[config.mk]
export PLATFORM = sky130hd
export DESIGN_NAME = fpwb_top
export DESIGN_NICKNAME = d
export VERILOG_FILES = /design/src/hdl/fpwb_pkg.sv /design/src/hdl/fpwb_top.sv /design/src/hdl/fpwb_buffer.sv
export VERILOG_INCLUDE_DIRS = /design/src /design/src/hdl
export SDC_FILE = /design/constraint.sdc
export NUM_CORES = 2
export LEC_CHECK = 0
export BUFFER_PORTS_ARGS = -buffer_cell sky130_fd_sc_hd__buf_2
export CORE_MARGIN = 1
export CORE_UTILIZATION = 25
export CTS_CLUSTER_SIZE = 20
export DETAILED_ROUTE_END_ITERATION = 7
export GPL_ROUTABILITY_DRIVEN = 0
export SETUP_SLACK_MARGIN = 0.02
export SYNTH_ARGS = -nofsm -noshare
export SYNTH_HDL_FRONTEND = slang
export SYNTH_SLANG_ARGS = --single-unit
[constraint.sdc]
create_clock -name clk_sys_i -period 3.25 [get_ports clk_sys_i]
set_input_delay 0.65 -clock clk_sys_i [delete_from_list [all_inputs] [get_ports clk_sys_i]]
set_output_delay 0.65 -clock clk_sys_i [all_outputs]
set_load 0.005 [all_outputs]
[src/hdl/fpwb_consts.svh]
`ifndef FPWB_CONSTS_SVH
`define FPWB_CONSTS_SVH
// ----------------------------------------
// register addresses
// ----------------------------------------
`define FPWB_ADDR_CTRL0 4'h0
`define FPWB_ADDR_CTRL1 4'h1
`define FPWB_ADDR_CTRL2 4'h2
`define FPWB_ADDR_ALO 4'h3
`define FPWB_ADDR_AHI 4'h4
`define FPWB_ADDR_D0L 4'h5
`define FPWB_ADDR_D0H 4'h6
`define FPWB_ADDR_D1L 4'h7
`define FPWB_ADDR_D1H 4'h8
`define FPWB_ADDR_D2L 4'h9
`define FPWB_ADDR_D2H 4'hA
`define FPWB_ADDR_D3L 4'hB
`define FPWB_ADDR_D3H 4'hC
// ----------------------------------------
// control0 and control2 bit positions
// ----------------------------------------
`define FPWB_C0_EWEN 7
`define FPWB_C0_MODE_HI 6
`define FPWB_C0_MODE_LO 4
`define FPWB_C0_TRIG 3
`define FPWB_C0_WST 2
`define FPWB_C0_REN 1
`define FPWB_C0_RST 0
`define FPWB_C2_CLR 0
`define FPWB_C2_TSEL 1
// ----------------------------------------
// mode codes
// ----------------------------------------
`define FPWB_MODE_WRITE 3'h0
`define FPWB_MODE_ERASE 3'h1
`define FPWB_MODE_READ 3'h3
`define FPWB_MODE_EWEN 3'h6
// ----------------------------------------
// reset values and misc
// ----------------------------------------
`define FPWB_BYTE_ZERO 8'h00
`define FPWB_WORD_ZERO 16'h0000
`define FPWB_OFS_LAST 7'h7F
`define FPWB_OFS_ONE 7'h01
`define FPWB_CNT_ONE 16'h0001
`define FPWB_UNLOCK1 16'h0001
`define FPWB_UNLOCK2 16'h0002
`define FPWB_UNLOCK3 16'h0003
`endif

[src/hdl/fpwb_pkg.sv]
package fpwb_pkg;
   typedef enum logic [2:0] {
      FPWB_IDLE = 3'h0,
      FPWB_CLEAR = 3'h1,
      FPWB_BUSY = 3'h3,
      FPWB_READ = 3'h2
   } fpwb_state_e;
   typedef struct packed {
      logic [3:0] addr;
      logic [7:0] wdata;
      logic wr;
      logic rd;
   } fpwb_bus_s;
   typedef struct packed {
      logic req;
      logic [2:0] mode;
      logic [15:0] addr;
   } fpwb_flash_cmd_s;
endpackage : fpwb_pkg

[src/hdl/fpwb_top.sv]
//
// Contract
// - erase and write act on 128-word pages, read moves one word
// - write buffer holds 128 sixteen-bit words, one page
// - enabled flag goes high when enable procedure succeeds
// - buffer accepts data only while enabled flag is high
// - write start bit set by firmware, cleared when write completes
// - reads are inhibited while read enable bit is low
// - read start bit does one-word read, clears when done
// - address bits 15..7 pick page 0..511, low seven pick word
// - buffer clear bit clears buffer then returns to zero
// - high-byte write loads high plus stored low byte into buffer
// - each buffer load below offset 1111111b increments the word offset (address bits 6..0) by one
// - word offset saturates at 1111111b
// - buffer clears itself when a page write finishes
// - mode 000 write, 001 erase, 011 read, 110 enable, rest reserved
// - trigger bit starts timer, cleared by hardware on expiry
// - low-byte write only updates its register
// - software cannot set enabled flag, only clear it
//
// Added by the designer: the address map and the address-and-strobe port.
`timescale 1ns/1ps
`include "fpwb_consts.svh"
module fpwb_top #(
   parameter int PAGE_WORDS = 128,
   parameter int OFS_W = 7,
   parameter int ENABLE_WIN_CYC = 2048,
   parameter int CLEAR_CYC = 8
) (
   input wire logic clk_sys_i,
   input wire logic rst_i,
   input wire fpwb_pkg::fpwb_bus_s bus_i,
   output logic [7:0] rdata_o,
   output fpwb_pkg::fpwb_flash_cmd_s flash_cmd_o,
   output logic [15:0] flash_wdata_o,
   input wire logic flash_done_i,
   input wire logic [15:0] flash_rdata_i,
   input wire logic [OFS_W-1:0] buf_raddr_i,
   output logic [15:0] buf_rdata_o,
   output logic ewen_flag_o
);
   import fpwb_pkg::*;
   // ----------------------------------------
   // state
   // ----------------------------------------
   typedef struct packed {
      fpwb_state_e st;
      logic ewen;
      logic [2:0] mode;
      logic trig;
      logic wst;
      logic ren;
      logic rst_bit;
      logic [7:0] ctrl1;
      logic tsel;
      logic clr;
      logic [15:0] faddr;
      logic [7:0] d0l;
      logic [7:0] d0h;
      logic [15:0] d1;
      logic [15:0] d2;
      logic [15:0] d3;
      logic [15:0] win_cnt;
      logic [15:0] clr_cnt;
      logic [7:0] rdata;
      fpwb_flash_cmd_s cmd;
      logic buf_clr;
      logic buf_wr;
      logic [OFS_W-1:0] buf_waddr;
      logic [15:0] buf_wdata;
   } fpwb_state_s;
   fpwb_state_s s_reg;
   fpwb_state_s s_next;
   logic wr_c0;
   logic wr_c2;
   logic load_hi;
   // ----------------------------------------
   // write buffer
   // ----------------------------------------
   fpwb_buffer #(
      .WORDS(PAGE_WORDS),
      .AW(OFS_W)
   ) u_buf (
      .clk_sys_i(clk_sys_i),
      .rst_i(rst_i),
      .clear_i(s_reg.buf_clr),
      .wr_i(s_reg.buf_wr),
      .waddr_i(s_reg.buf_waddr),
      .wdata_i(s_reg.buf_wdata),
      .raddr_i(buf_raddr_i),
      .rdata_o(buf_rdata_o)
   );
   // ----------------------------------------
   // next state
   // ----------------------------------------
   always_comb begin
      s_next = s_reg;
      s_next.buf_clr = 1'b0;
      s_next.buf_wr = 1'b0;
      s_next.cmd.req = 1'b0;
      wr_c0 = bus_i.wr && bus_i.addr == `FPWB_ADDR_CTRL0;
      wr_c2 = bus_i.wr && bus_i.addr == `FPWB_ADDR_CTRL2;
      load_hi = bus_i.wr && bus_i.addr == `FPWB_ADDR_D0H && s_reg.ewen;
      // register writes
      if (bus_i.wr) begin
         case (bus_i.addr)
            `FPWB_ADDR_CTRL1: s_next.ctrl1 = bus_i.wdata;
            `FPWB_ADDR_ALO: s_next.faddr[7:0] = bus_i.wdata;
            `FPWB_ADDR_AHI: s_next.faddr[15:8] = bus_i.wdata;
            `FPWB_ADDR_D0L: s_next.d0l = bus_i.wdata;
            `FPWB_ADDR_D0H: s_next.d0h = bus_i.wdata;
            `FPWB_ADDR_D1L: s_next.d1[7:0] = bus_i.wdata;
            `FPWB_ADDR_D1H: s_next.d1[15:8] = bus_i.wdata;
            `FPWB_ADDR_D2L: s_next.d2[7:0] = bus_i.wdata;
            `FPWB_ADDR_D2H: s_next.d2[15:8] = bus_i.wdata;
            `FPWB_ADDR_D3L: s_next.d3[7:0] = bus_i.wdata;
            `FPWB_ADDR_D3H: s_next.d3[15:8] = bus_i.wdata;
            default: ;
         endcase
      end
      if (wr_c0) begin
         s_next.mode = bus_i.wdata[`FPWB_C0_MODE_HI:`FPWB_C0_MODE_LO];
         s_next.ren = bus_i.wdata[`FPWB_C0_REN];
         // writing one to the flag does nothing, zero disables
         if (!bus_i.wdata[`FPWB_C0_EWEN]) begin
            s_next.ewen = 1'b0;
         end
         // start bits are only set by software; busy bits hold otherwise
         if (bus_i.wdata[`FPWB_C0_TRIG]) begin
            s_next.trig = 1'b1;
            s_next.win_cnt = `FPWB_WORD_ZERO;
         end
         if (bus_i.wdata[`FPWB_C0_WST]) begin
            s_next.wst = 1'b1;
         end
         if (bus_i.wdata[`FPWB_C0_RST]) begin
            s_next.rst_bit = 1'b1;
         end
      end
      if (wr_c2) begin
         s_next.tsel = bus_i.wdata[`FPWB_C2_TSEL];
         if (bus_i.wdata[`FPWB_C2_CLR]) begin
            s_next.clr = 1'b1;
         end
      end
      // ----------------------------------------
      // enable procedure window
      // ----------------------------------------
      if (s_reg.trig) begin
         if (s_reg.mode == `FPWB_MODE_EWEN && s_reg.d1 == `FPWB_UNLOCK1 && s_reg.d2 == `FPWB_UNLOCK2
               && s_reg.d3 == `FPWB_UNLOCK3) begin
            s_next.ewen = 1'b1;
            s_next.trig = 1'b0;
         end else if (s_reg.win_cnt == 16'(ENABLE_WIN_CYC - 1)) begin
            s_next.trig = 1'b0;
         end else begin
            s_next.win_cnt = s_reg.win_cnt + `FPWB_CNT_ONE;
         end
      end
      // ----------------------------------------
      // buffer load
      // ----------------------------------------
      if (load_hi) begin
         s_next.buf_wr = 1'b1;
         s_next.buf_waddr = s_reg.faddr[OFS_W-1:0];
         s_next.buf_wdata = {bus_i.wdata, s_reg.d0l};
         if (s_reg.faddr[OFS_W-1:0] != `FPWB_OFS_LAST) begin
            s_next.faddr[OFS_W-1:0] = s_reg.faddr[OFS_W-1:0] + `FPWB_OFS_ONE;
         end
      end
      // ----------------------------------------
      // sequencer
      // ----------------------------------------
      case (s_reg.st)
         FPWB_IDLE: begin
            if (s_reg.clr) begin
               s_next.buf_clr = 1'b1;
               // own counter, so a clear cannot stretch the enable window
               s_next.clr_cnt = `FPWB_WORD_ZERO;
               s_next.st = FPWB_CLEAR;
            end else if (s_reg.wst) begin
               // write or erase needs the enable; reserved codes just finish
               if (s_reg.ewen && (s_reg.mode == `FPWB_MODE_WRITE || s_reg.mode == `FPWB_MODE_ERASE)) begin
                  s_next.cmd.req = 1'b1;
                  s_next.cmd.mode = s_reg.mode;
                  s_next.cmd.addr = {s_reg.faddr[15:OFS_W], {OFS_W{1'b0}}};
                  s_next.st = FPWB_BUSY;
               end else begin
                  s_next.wst = 1'b0;
               end
            end else if (s_reg.rst_bit) begin
               if (s_reg.ren && s_reg.mode == `FPWB_MODE_READ) begin
                  s_next.cmd.req = 1'b1;
                  s_next.cmd.mode = s_reg.mode;
                  s_next.cmd.addr = s_reg.faddr;
                  s_next.st = FPWB_READ;
               end else begin
                  s_next.rst_bit = 1'b0;
               end
            end
         end
         FPWB_CLEAR: begin
            // clear is held a few cycles so the bit reads as busy
            if (s_reg.clr_cnt == 16'(CLEAR_CYC - 1)) begin
               s_next.clr = 1'b0;
               s_next.st = FPWB_IDLE;
            end else begin
               s_next.buf_clr = 1'b1;
               s_next.clr_cnt = s_reg.clr_cnt + `FPWB_CNT_ONE;
            end
         end
         FPWB_BUSY: begin
            if (flash_done_i) begin
               s_next.wst = 1'b0;
               if (s_reg.cmd.mode == `FPWB_MODE_WRITE) begin
                  s_next.buf_clr = 1'b1;
               end
               s_next.st = FPWB_IDLE;
            end
         end
         FPWB_READ: begin
            if (flash_done_i) begin
               s_next.d0l = flash_rdata_i[7:0];
               s_next.d0h = flash_rdata_i[15:8];
               s_next.rst_bit = 1'b0;
               s_next.st = FPWB_IDLE;
            end
         end
         default: s_next.st = FPWB_IDLE;
      endcase
      // ----------------------------------------
      // read data, one cycle after strobe
      // ----------------------------------------
      s_next.rdata = `FPWB_BYTE_ZERO;
      if (bus_i.rd) begin
         case (bus_i.addr)
            `FPWB_ADDR_CTRL0: s_next.rdata = {s_reg.ewen, s_reg.mode, s_reg.trig, s_reg.wst, s_reg.ren,
                                              s_reg.rst_bit};
            `FPWB_ADDR_CTRL1: s_next.rdata = s_reg.ctrl1;
            `FPWB_ADDR_CTRL2: s_next.rdata = {6'h00, s_reg.tsel, s_reg.clr};
            `FPWB_ADDR_ALO: s_next.rdata = s_reg.faddr[7:0];
            `FPWB_ADDR_AHI: s_next.rdata = s_reg.faddr[15:8];
            `FPWB_ADDR_D0L: s_next.rdata = s_reg.d0l;
            `FPWB_ADDR_D0H: s_next.rdata = s_reg.d0h;
            `FPWB_ADDR_D1L: s_next.rdata = s_reg.d1[7:0];
            `FPWB_ADDR_D1H: s_next.rdata = s_reg.d1[15:8];
            `FPWB_ADDR_D2L: s_next.rdata = s_reg.d2[7:0];
            `FPWB_ADDR_D2H: s_next.rdata = s_reg.d2[15:8];
            `FPWB_ADDR_D3L: s_next.rdata = s_reg.d3[7:0];
            `FPWB_ADDR_D3H: s_next.rdata = s_reg.d3[15:8];
            default: s_next.rdata = `FPWB_BYTE_ZERO;
         endcase
      end
   end
   // ----------------------------------------
   // registers
   // ----------------------------------------
   always_ff @(posedge clk_sys_i) begin
      if (rst_i) begin
         s_reg <= '0;
      end else begin
         s_reg <= s_next;
      end
   end
   assign rdata_o = s_reg.rdata;
   assign flash_cmd_o = s_reg.cmd;
   assign flash_wdata_o = s_reg.buf_wdata;
   assign ewen_flag_o = s_reg.ewen;
endmodule : fpwb_top

[src/hdl/fpwb_buffer.sv]
`timescale 1ns/1ps
`include "fpwb_consts.svh"
// ----------------------------------------
// page write buffer, one word per entry
// ----------------------------------------
module fpwb_buffer #(
   parameter int WORDS = 128,
   parameter int AW = 7
) (
   input wire logic clk_sys_i,
   input wire logic rst_i,
   input wire logic clear_i,
   input wire logic wr_i,
   input wire logic [AW-1:0] waddr_i,
   input wire logic [15:0] wdata_i,
   input wire logic [AW-1:0] raddr_i,
   output logic [15:0] rdata_o
);
   logic [15:0] mem_reg [WORDS];
   logic [15:0] rdata_reg;
   // reset and clear wipe every entry, hence per-entry registers
   for (genvar i = 0; i < WORDS; i++) begin : g_word
      always_ff @(posedge clk_sys_i) begin
         if (rst_i || clear_i) begin
            mem_reg[i] <= `FPWB_WORD_ZERO;
         end else if (wr_i && waddr_i == AW'(i)) begin
            mem_reg[i] <= wdata_i;
         end
      end
   end
   always_ff @(posedge clk_sys_i) begin
      if (rst_i) begin
         rdata_reg <= `FPWB_WORD_ZERO;
      end else begin
         rdata_reg <= mem_reg[raddr_i];
      end
   end
   assign rdata_o = rdata_reg;
endmodule : fpwb_buffer

# ---- Yosys cells after proc, flatten, opt, wreduce, memory -nomap -nowiden
# Memory sizes are Yosys's and may differ from the RTL's. A register that Yosys moved wholly into a read port is not among the register bits.
# Cells that the tools add are included.
dict set report op_classes {
  muxes 580
  bitwise 131
  addsub 3
  n_reduce_logical 162
  eq_ne 159
}
# op n
set ops {}
lappend ops {{$mux W16} 137}
lappend ops {{$eq A7 B7 Y1 const B} 64}
lappend ops {{$mux W1} 412}
lappend ops {{$eq A7 B6 Y1 const B} 32}
lappend ops {{$logic_and A1 B1 Y1} 137}
lappend ops {{$or A1 B1 Y1} 128}
lappend ops {{$eq A7 B5 Y1 const B} 16}
lappend ops {{$pmux W8 S13} 1}
lappend ops {{$mux W20} 4}
lappend ops {{$mux W8} 9}
lappend ops {{$mux W71} 1}
lappend ops {{$eq A7 B4 Y1 const B} 8}
lappend ops {{$add A16 B1 Y16 const B} 2}
lappend ops {{$eq A16 B2 Y1 const B} 2}
lappend ops {{$pmux W16 S2} 1}
lappend ops {{$eq A7 B3 Y1 const B} 4}
lappend ops {{$mux W24} 1}
lappend ops {{$mux W3} 7}
lappend ops {{$mux W7} 3}
lappend ops {{$eq A4 B4 Y1 const B} 5}
lappend ops {{$reduce_and A2 Y1} 9}
lappend ops {{$eq A16 B1 Y1 const B} 1}
lappend ops {{$eq A16 B11 Y1 const B} 1}
lappend ops {{$eq A16 B3 Y1 const B} 1}
lappend ops {{other kinds (26)} 49}
dict set report word_totals {
  mem_count 1
  in_bits 40
  output_inout_bits 61
  word_cells 1067
  mem_bits_rw 2048
  regBits 186
}
# memory depth word_bits read_ports rd_ports_with_merged_regs wr line_no
set mem_list {}
lappend mem_list {u_buf.mem_reg 128 16 1 1 128 fpwb_buffer.sv:19} ;# logic [15:0] mem_reg [WORDS];

# ---- Longest topological paths before layout
dict set report logic_depth {
  ltp_word 8
  ltp_mapped 9
  mapped_depth_nobuf 7
}

# ---- By module
# Synthesis repeated with hierarchy kept, for this count alone.
dict set report hier_totals {
  cells_unflattened 7386
  hier_area_um2 102648.4
}
# module cells_each instances area_each_um2
set by_module_without_submodules {}
lappend by_module_without_submodules {fpwb_buffer 6323 1 93703.6}
lappend by_module_without_submodules {fpwb_top 1063 1 8944.8}

# ---- Worst setup path before layout
# OpenSTA, ideal clock, no wires.
dict set report synth_timing {
  path_type {flip-flop to flip-flop}
  startpoint {register s_reg[17] in the netlist's numbering}
  endpoint {memory u_buf.mem_reg[62][0] (enable)}
  n_path_buf 3
  path_stages_with_launch 7
  t_arrival_ps 2563
  required_time_ps 2839
  setup_slack_ps 276
  synth_period_minus_slack_ps 2974
  cell_sequence {dfxtp_1 -> buf_4 -> nor2b_1 -> buf_2 -> nand4_1 -> buf_4 -> o21ai_0}
}
# element line_no
set synth_lines {}
lappend synth_lines {{start, declared} fpwb_top.sv:72} ;# fpwb_state_s s_reg;
lappend synth_lines {{start signal, assigned} fpwb_top.sv:262} ;# s_reg <= s_next;
lappend synth_lines {{end, declared} fpwb_buffer.sv:19}

==> flow_summary_export.csv <==
group,metric,value,unit
synthesis,yosysSeqAreaShare,0.628,
clock_network,numCtsBuffers,235,
floorplanning,die-area,0.420,sq mm
synthesis,synth_area,0.104,sq mm
clock_network,clock_latency,0.93,ns
layout,final_cell_mix,"2,061 x and2_1, 2,048 x edfxtp_1, 429 x mux4_2, 410 x buf_4, 365 x nand3_1",
placement,placed_cell_area,0.113,sq mm
layout,area_growth,15.2,%
worst_setup_path,crit_arrival,3.82,ns
timing,min_period,3.05,ns
routing,vias,64800,
timing,rsz0062_at_grt,"no",
timing,setup_viol_count_final,0,
worst_setup_path,worstPathMaxFanout,16,
timing,hold_violations,0,
timing,whs,0.0415,ns
timing,fin_crit_sh,0.938,
worst_setup_path,required,4.02,ns
worst_setup_path,path_delay_family,"simple AND/OR/NAND/NOR gates",
grt,grt.overflow.total,0,
synthesis,synth_edf_count,2048,
grt,grt_use_met1,0.200,
synthesis,synthCells,7499,
layout,fin_util,0.290,
outcome,status,"completed",
routing,ant_nets,0,
layout,nNetsFinal,7596,
worst_setup_path,path_buf_inv,0,
timing,max_slew_margin,0.0799,
floorplanning,io_pins,101,
layout,multi_input_area,0.0353,sq mm
clock_network,cts_tree,"done",
timing,setup_slack,0.200,ns
clock_network,cts_max_level,4,
worst_setup_path,ff2ff_setup_slack,0.20,ns
power_and_ir_drop,power_density,524,mW/mm^2
synthesis,yosysWarnings,0,
timing,finalSetupTns,0,ns
grt,gr-max-usage-layer,"met2",
grt,track_usage,0.151,
synthesis,async_flop_share,0,
clock_network,cts_root_buf,"clkbuf_16",
clock_network,clk_pin_slew,0.06,ns
timing,tightest_slew,1.37,ns
grt,antenna_found_initial,17,
flow_run,drv_cap,0,
worst_setup_path,worst_setup_path_end_kind,"flip-flop",
clock_network,cts.sink_count,2249,
placement,dp_hpwl,210,mm
synthesis,synth_nets,7546,
layout,mostFrequentLayoutCell,"and2_1",
grt,grt_pass1_vias,64100,
grt,gr-usage-met2,0.250,
worst_setup_path,path_cells,"nor2b_1 -> nand3_1 -> nor2_1 -> and2_1",
layout,regArea,0.0656,sq mm
routing,routedWlPerCell,24.6,microns
worst_setup_path,crit_slowest_cell,"nor2_1",
grt,grt_max_degree,177,
floorplanning,row_count,236,
timing,skew,0.0857,ns
layout,nFillCells,41200,
grt,met3_usage,0.0250,
placement,port_buffers,100,
placement,post-place-ws,-0.586,ns
timing,clock.fmax,328,MHz
routing,drc,0,
worst_setup_path,critical_path_class,"reg -> reg",
routing,drt-total-wl,326,mm
routing,drt-initial-drc-count,7277,
power_and_ir_drop,leakage,42.5,nW
synthesis,synth_seq_cells,2249,
worst_setup_path,worst_setup_path_start_kind,"flip-flop",
layout,drive_gt1_frac,0.202,
floorplanning,start_util,0.252,
floorplanning,coreArea,0.414,sq mm
clock_network,clk_path_buf_depth,4,
floorplanning,die_w,648,microns
power_and_ir_drop,ir_drop,0.467,mV
routing,drt-vias-per-instance,4.89,
floorplanning,dieHeight,648,microns
hold_path,hp-class,"in -> reg",
timing,drv_slew,0,
routing,firstDrtPassIters,7,
synthesis,ys_types,77,
layout,design_area,0.120,sq mm
worst_setup_path,cp_slowest_stage_delay,1.03,ns
synthesis,avgSynthCellArea,13.9,sq um
layout,largest_reg_flops,2048,
grt,grt_pass1_wl,467,mm
synthesis,synth-main-ff-cell,"edfxtp_1",
-- final timing paths --
check	startpoint	endpoint	cells past startpoint
hold reg to reg	s_reg[146]	flash_wdata_o[5]	2
hold / removal	flash_rdata_i[6]	s_reg[147]	3
setup / recovery	s_reg[19]	u_buf.mem_reg[107][12]	4
setup reg to reg	s_reg[19]	u_buf.mem_reg[107][12]	4
-- cells by family after synthesis --
| family | Yosys count | share of synthesized area |
|---|---|---|
| XOR/XNOR | 6 | 0.000504 |
| flip-flops | 2249 | 0.628 |
| buffers and inverters | 786 | 0.0348 |
| multiplexers | 654 | 0.115 |
| AO/OA/AOI/OAI | 585 | 0.0364 |
| AND/OR/NAND/NOR | 3212 | 0.184 |
| adder cells (fa/ha/maj) | 7 | 0.000840 |
-- worst reg2reg max path, stage by stage, from the launching register on --
cell and delay [ns]:
dfxtp_1 0.48, nor2b_1 0.60, nand3_1 0.55, nor2_1 1.04, and2_1 0.25
-- report_power, final --
part           leakage, nW  switching, mW  internal [mW]
logic                 16.1           2.28           1.43
registers             22.8          0.371           32.5
clock network         3.59           11.4           14.9
-- area by class of cell --
cell class / count / area share
Inverter: 19 / 0.000594
Clock buffer: 298 / 0.0517
Multi-Input combinational cell: 4464 / 0.294
Timing Repair Buffer: 580 / 0.0411
Antenna cell: 19 / 0.000396
Tap cell: 5474 / 0.0570
Clock inverter: 126 / 0.00940
Sequential cell: 2249 / 0.546
-- metrics by stage --
step / total power, mW / cells
detailed placement: 37.2 / 12800
CTS: 63.2 / 13200
global route: 64.5 / 13200
global placement: 37.1 / 12800
finish: 62.9 / 13200
floorplan: 35.5 / 7499
-- cells in the mapped netlist, drive strengths merged (4+ instances only) --
cell type,instances,area (sq um)
and3b,8,70.1
nor4b,8,70.1
a22o,35,307
a221o,4,40.0
or4,4,30.0
o22ai,35,219
nand2,194,728
dfxtp,201,4020
mux2,90,1010
a32oi,5,43.8
nor2,283,1680
and4,6,52.6
a31oi,31,194
ha,7,87.6
inv,19,71.3
or3,11,68.8
a22oi,17,128
nand3b,7,52.6
xnor2,6,52.6
a32o,6,60.1
a311oi,9,78.8
nand3,366,1840
buf,252,1600
o211ai,8,60.1
nand4b,5,43.8
nor4,43,269
edfxtp,2048,61500
a2111oi,51,484
nor3b,6,55.1
nand4,86,551
and2,2064,12900
clkbuf,515,1950
mux2i,135,1350
a31o,5,43.8
mux4,429,9660
nor2b,52,325
o21ai,191,956
a21oi,108,541
a211oi,47,353
nand2b,12,75.1
o41ai,4,35.0
nor3,33,175
a221oi,10,87.6
and3,15,93.8
-- routing by layer --
layer / vias up / share of wire / routed length (microns)
met5: - / 0.00015 / 50
met4: 8 / 0.035 / 11500
met3: 532 / 0.083 / 27100
met2: 3063 / 0.48 / 156000
met1: 33600 / 0.40 / 131000
li1: 27600 / - / -
-- repair_timing --
item                                    in CTS  in global routing
hold buffers                                 9                  0
hold endpoints to repair                     9                  0
endpoints found under the setup margin       0                  0
setup buffers                                0                  0
resized for setup                            0                  0
No activity file was read; power rests on OpenSTA's default activity.
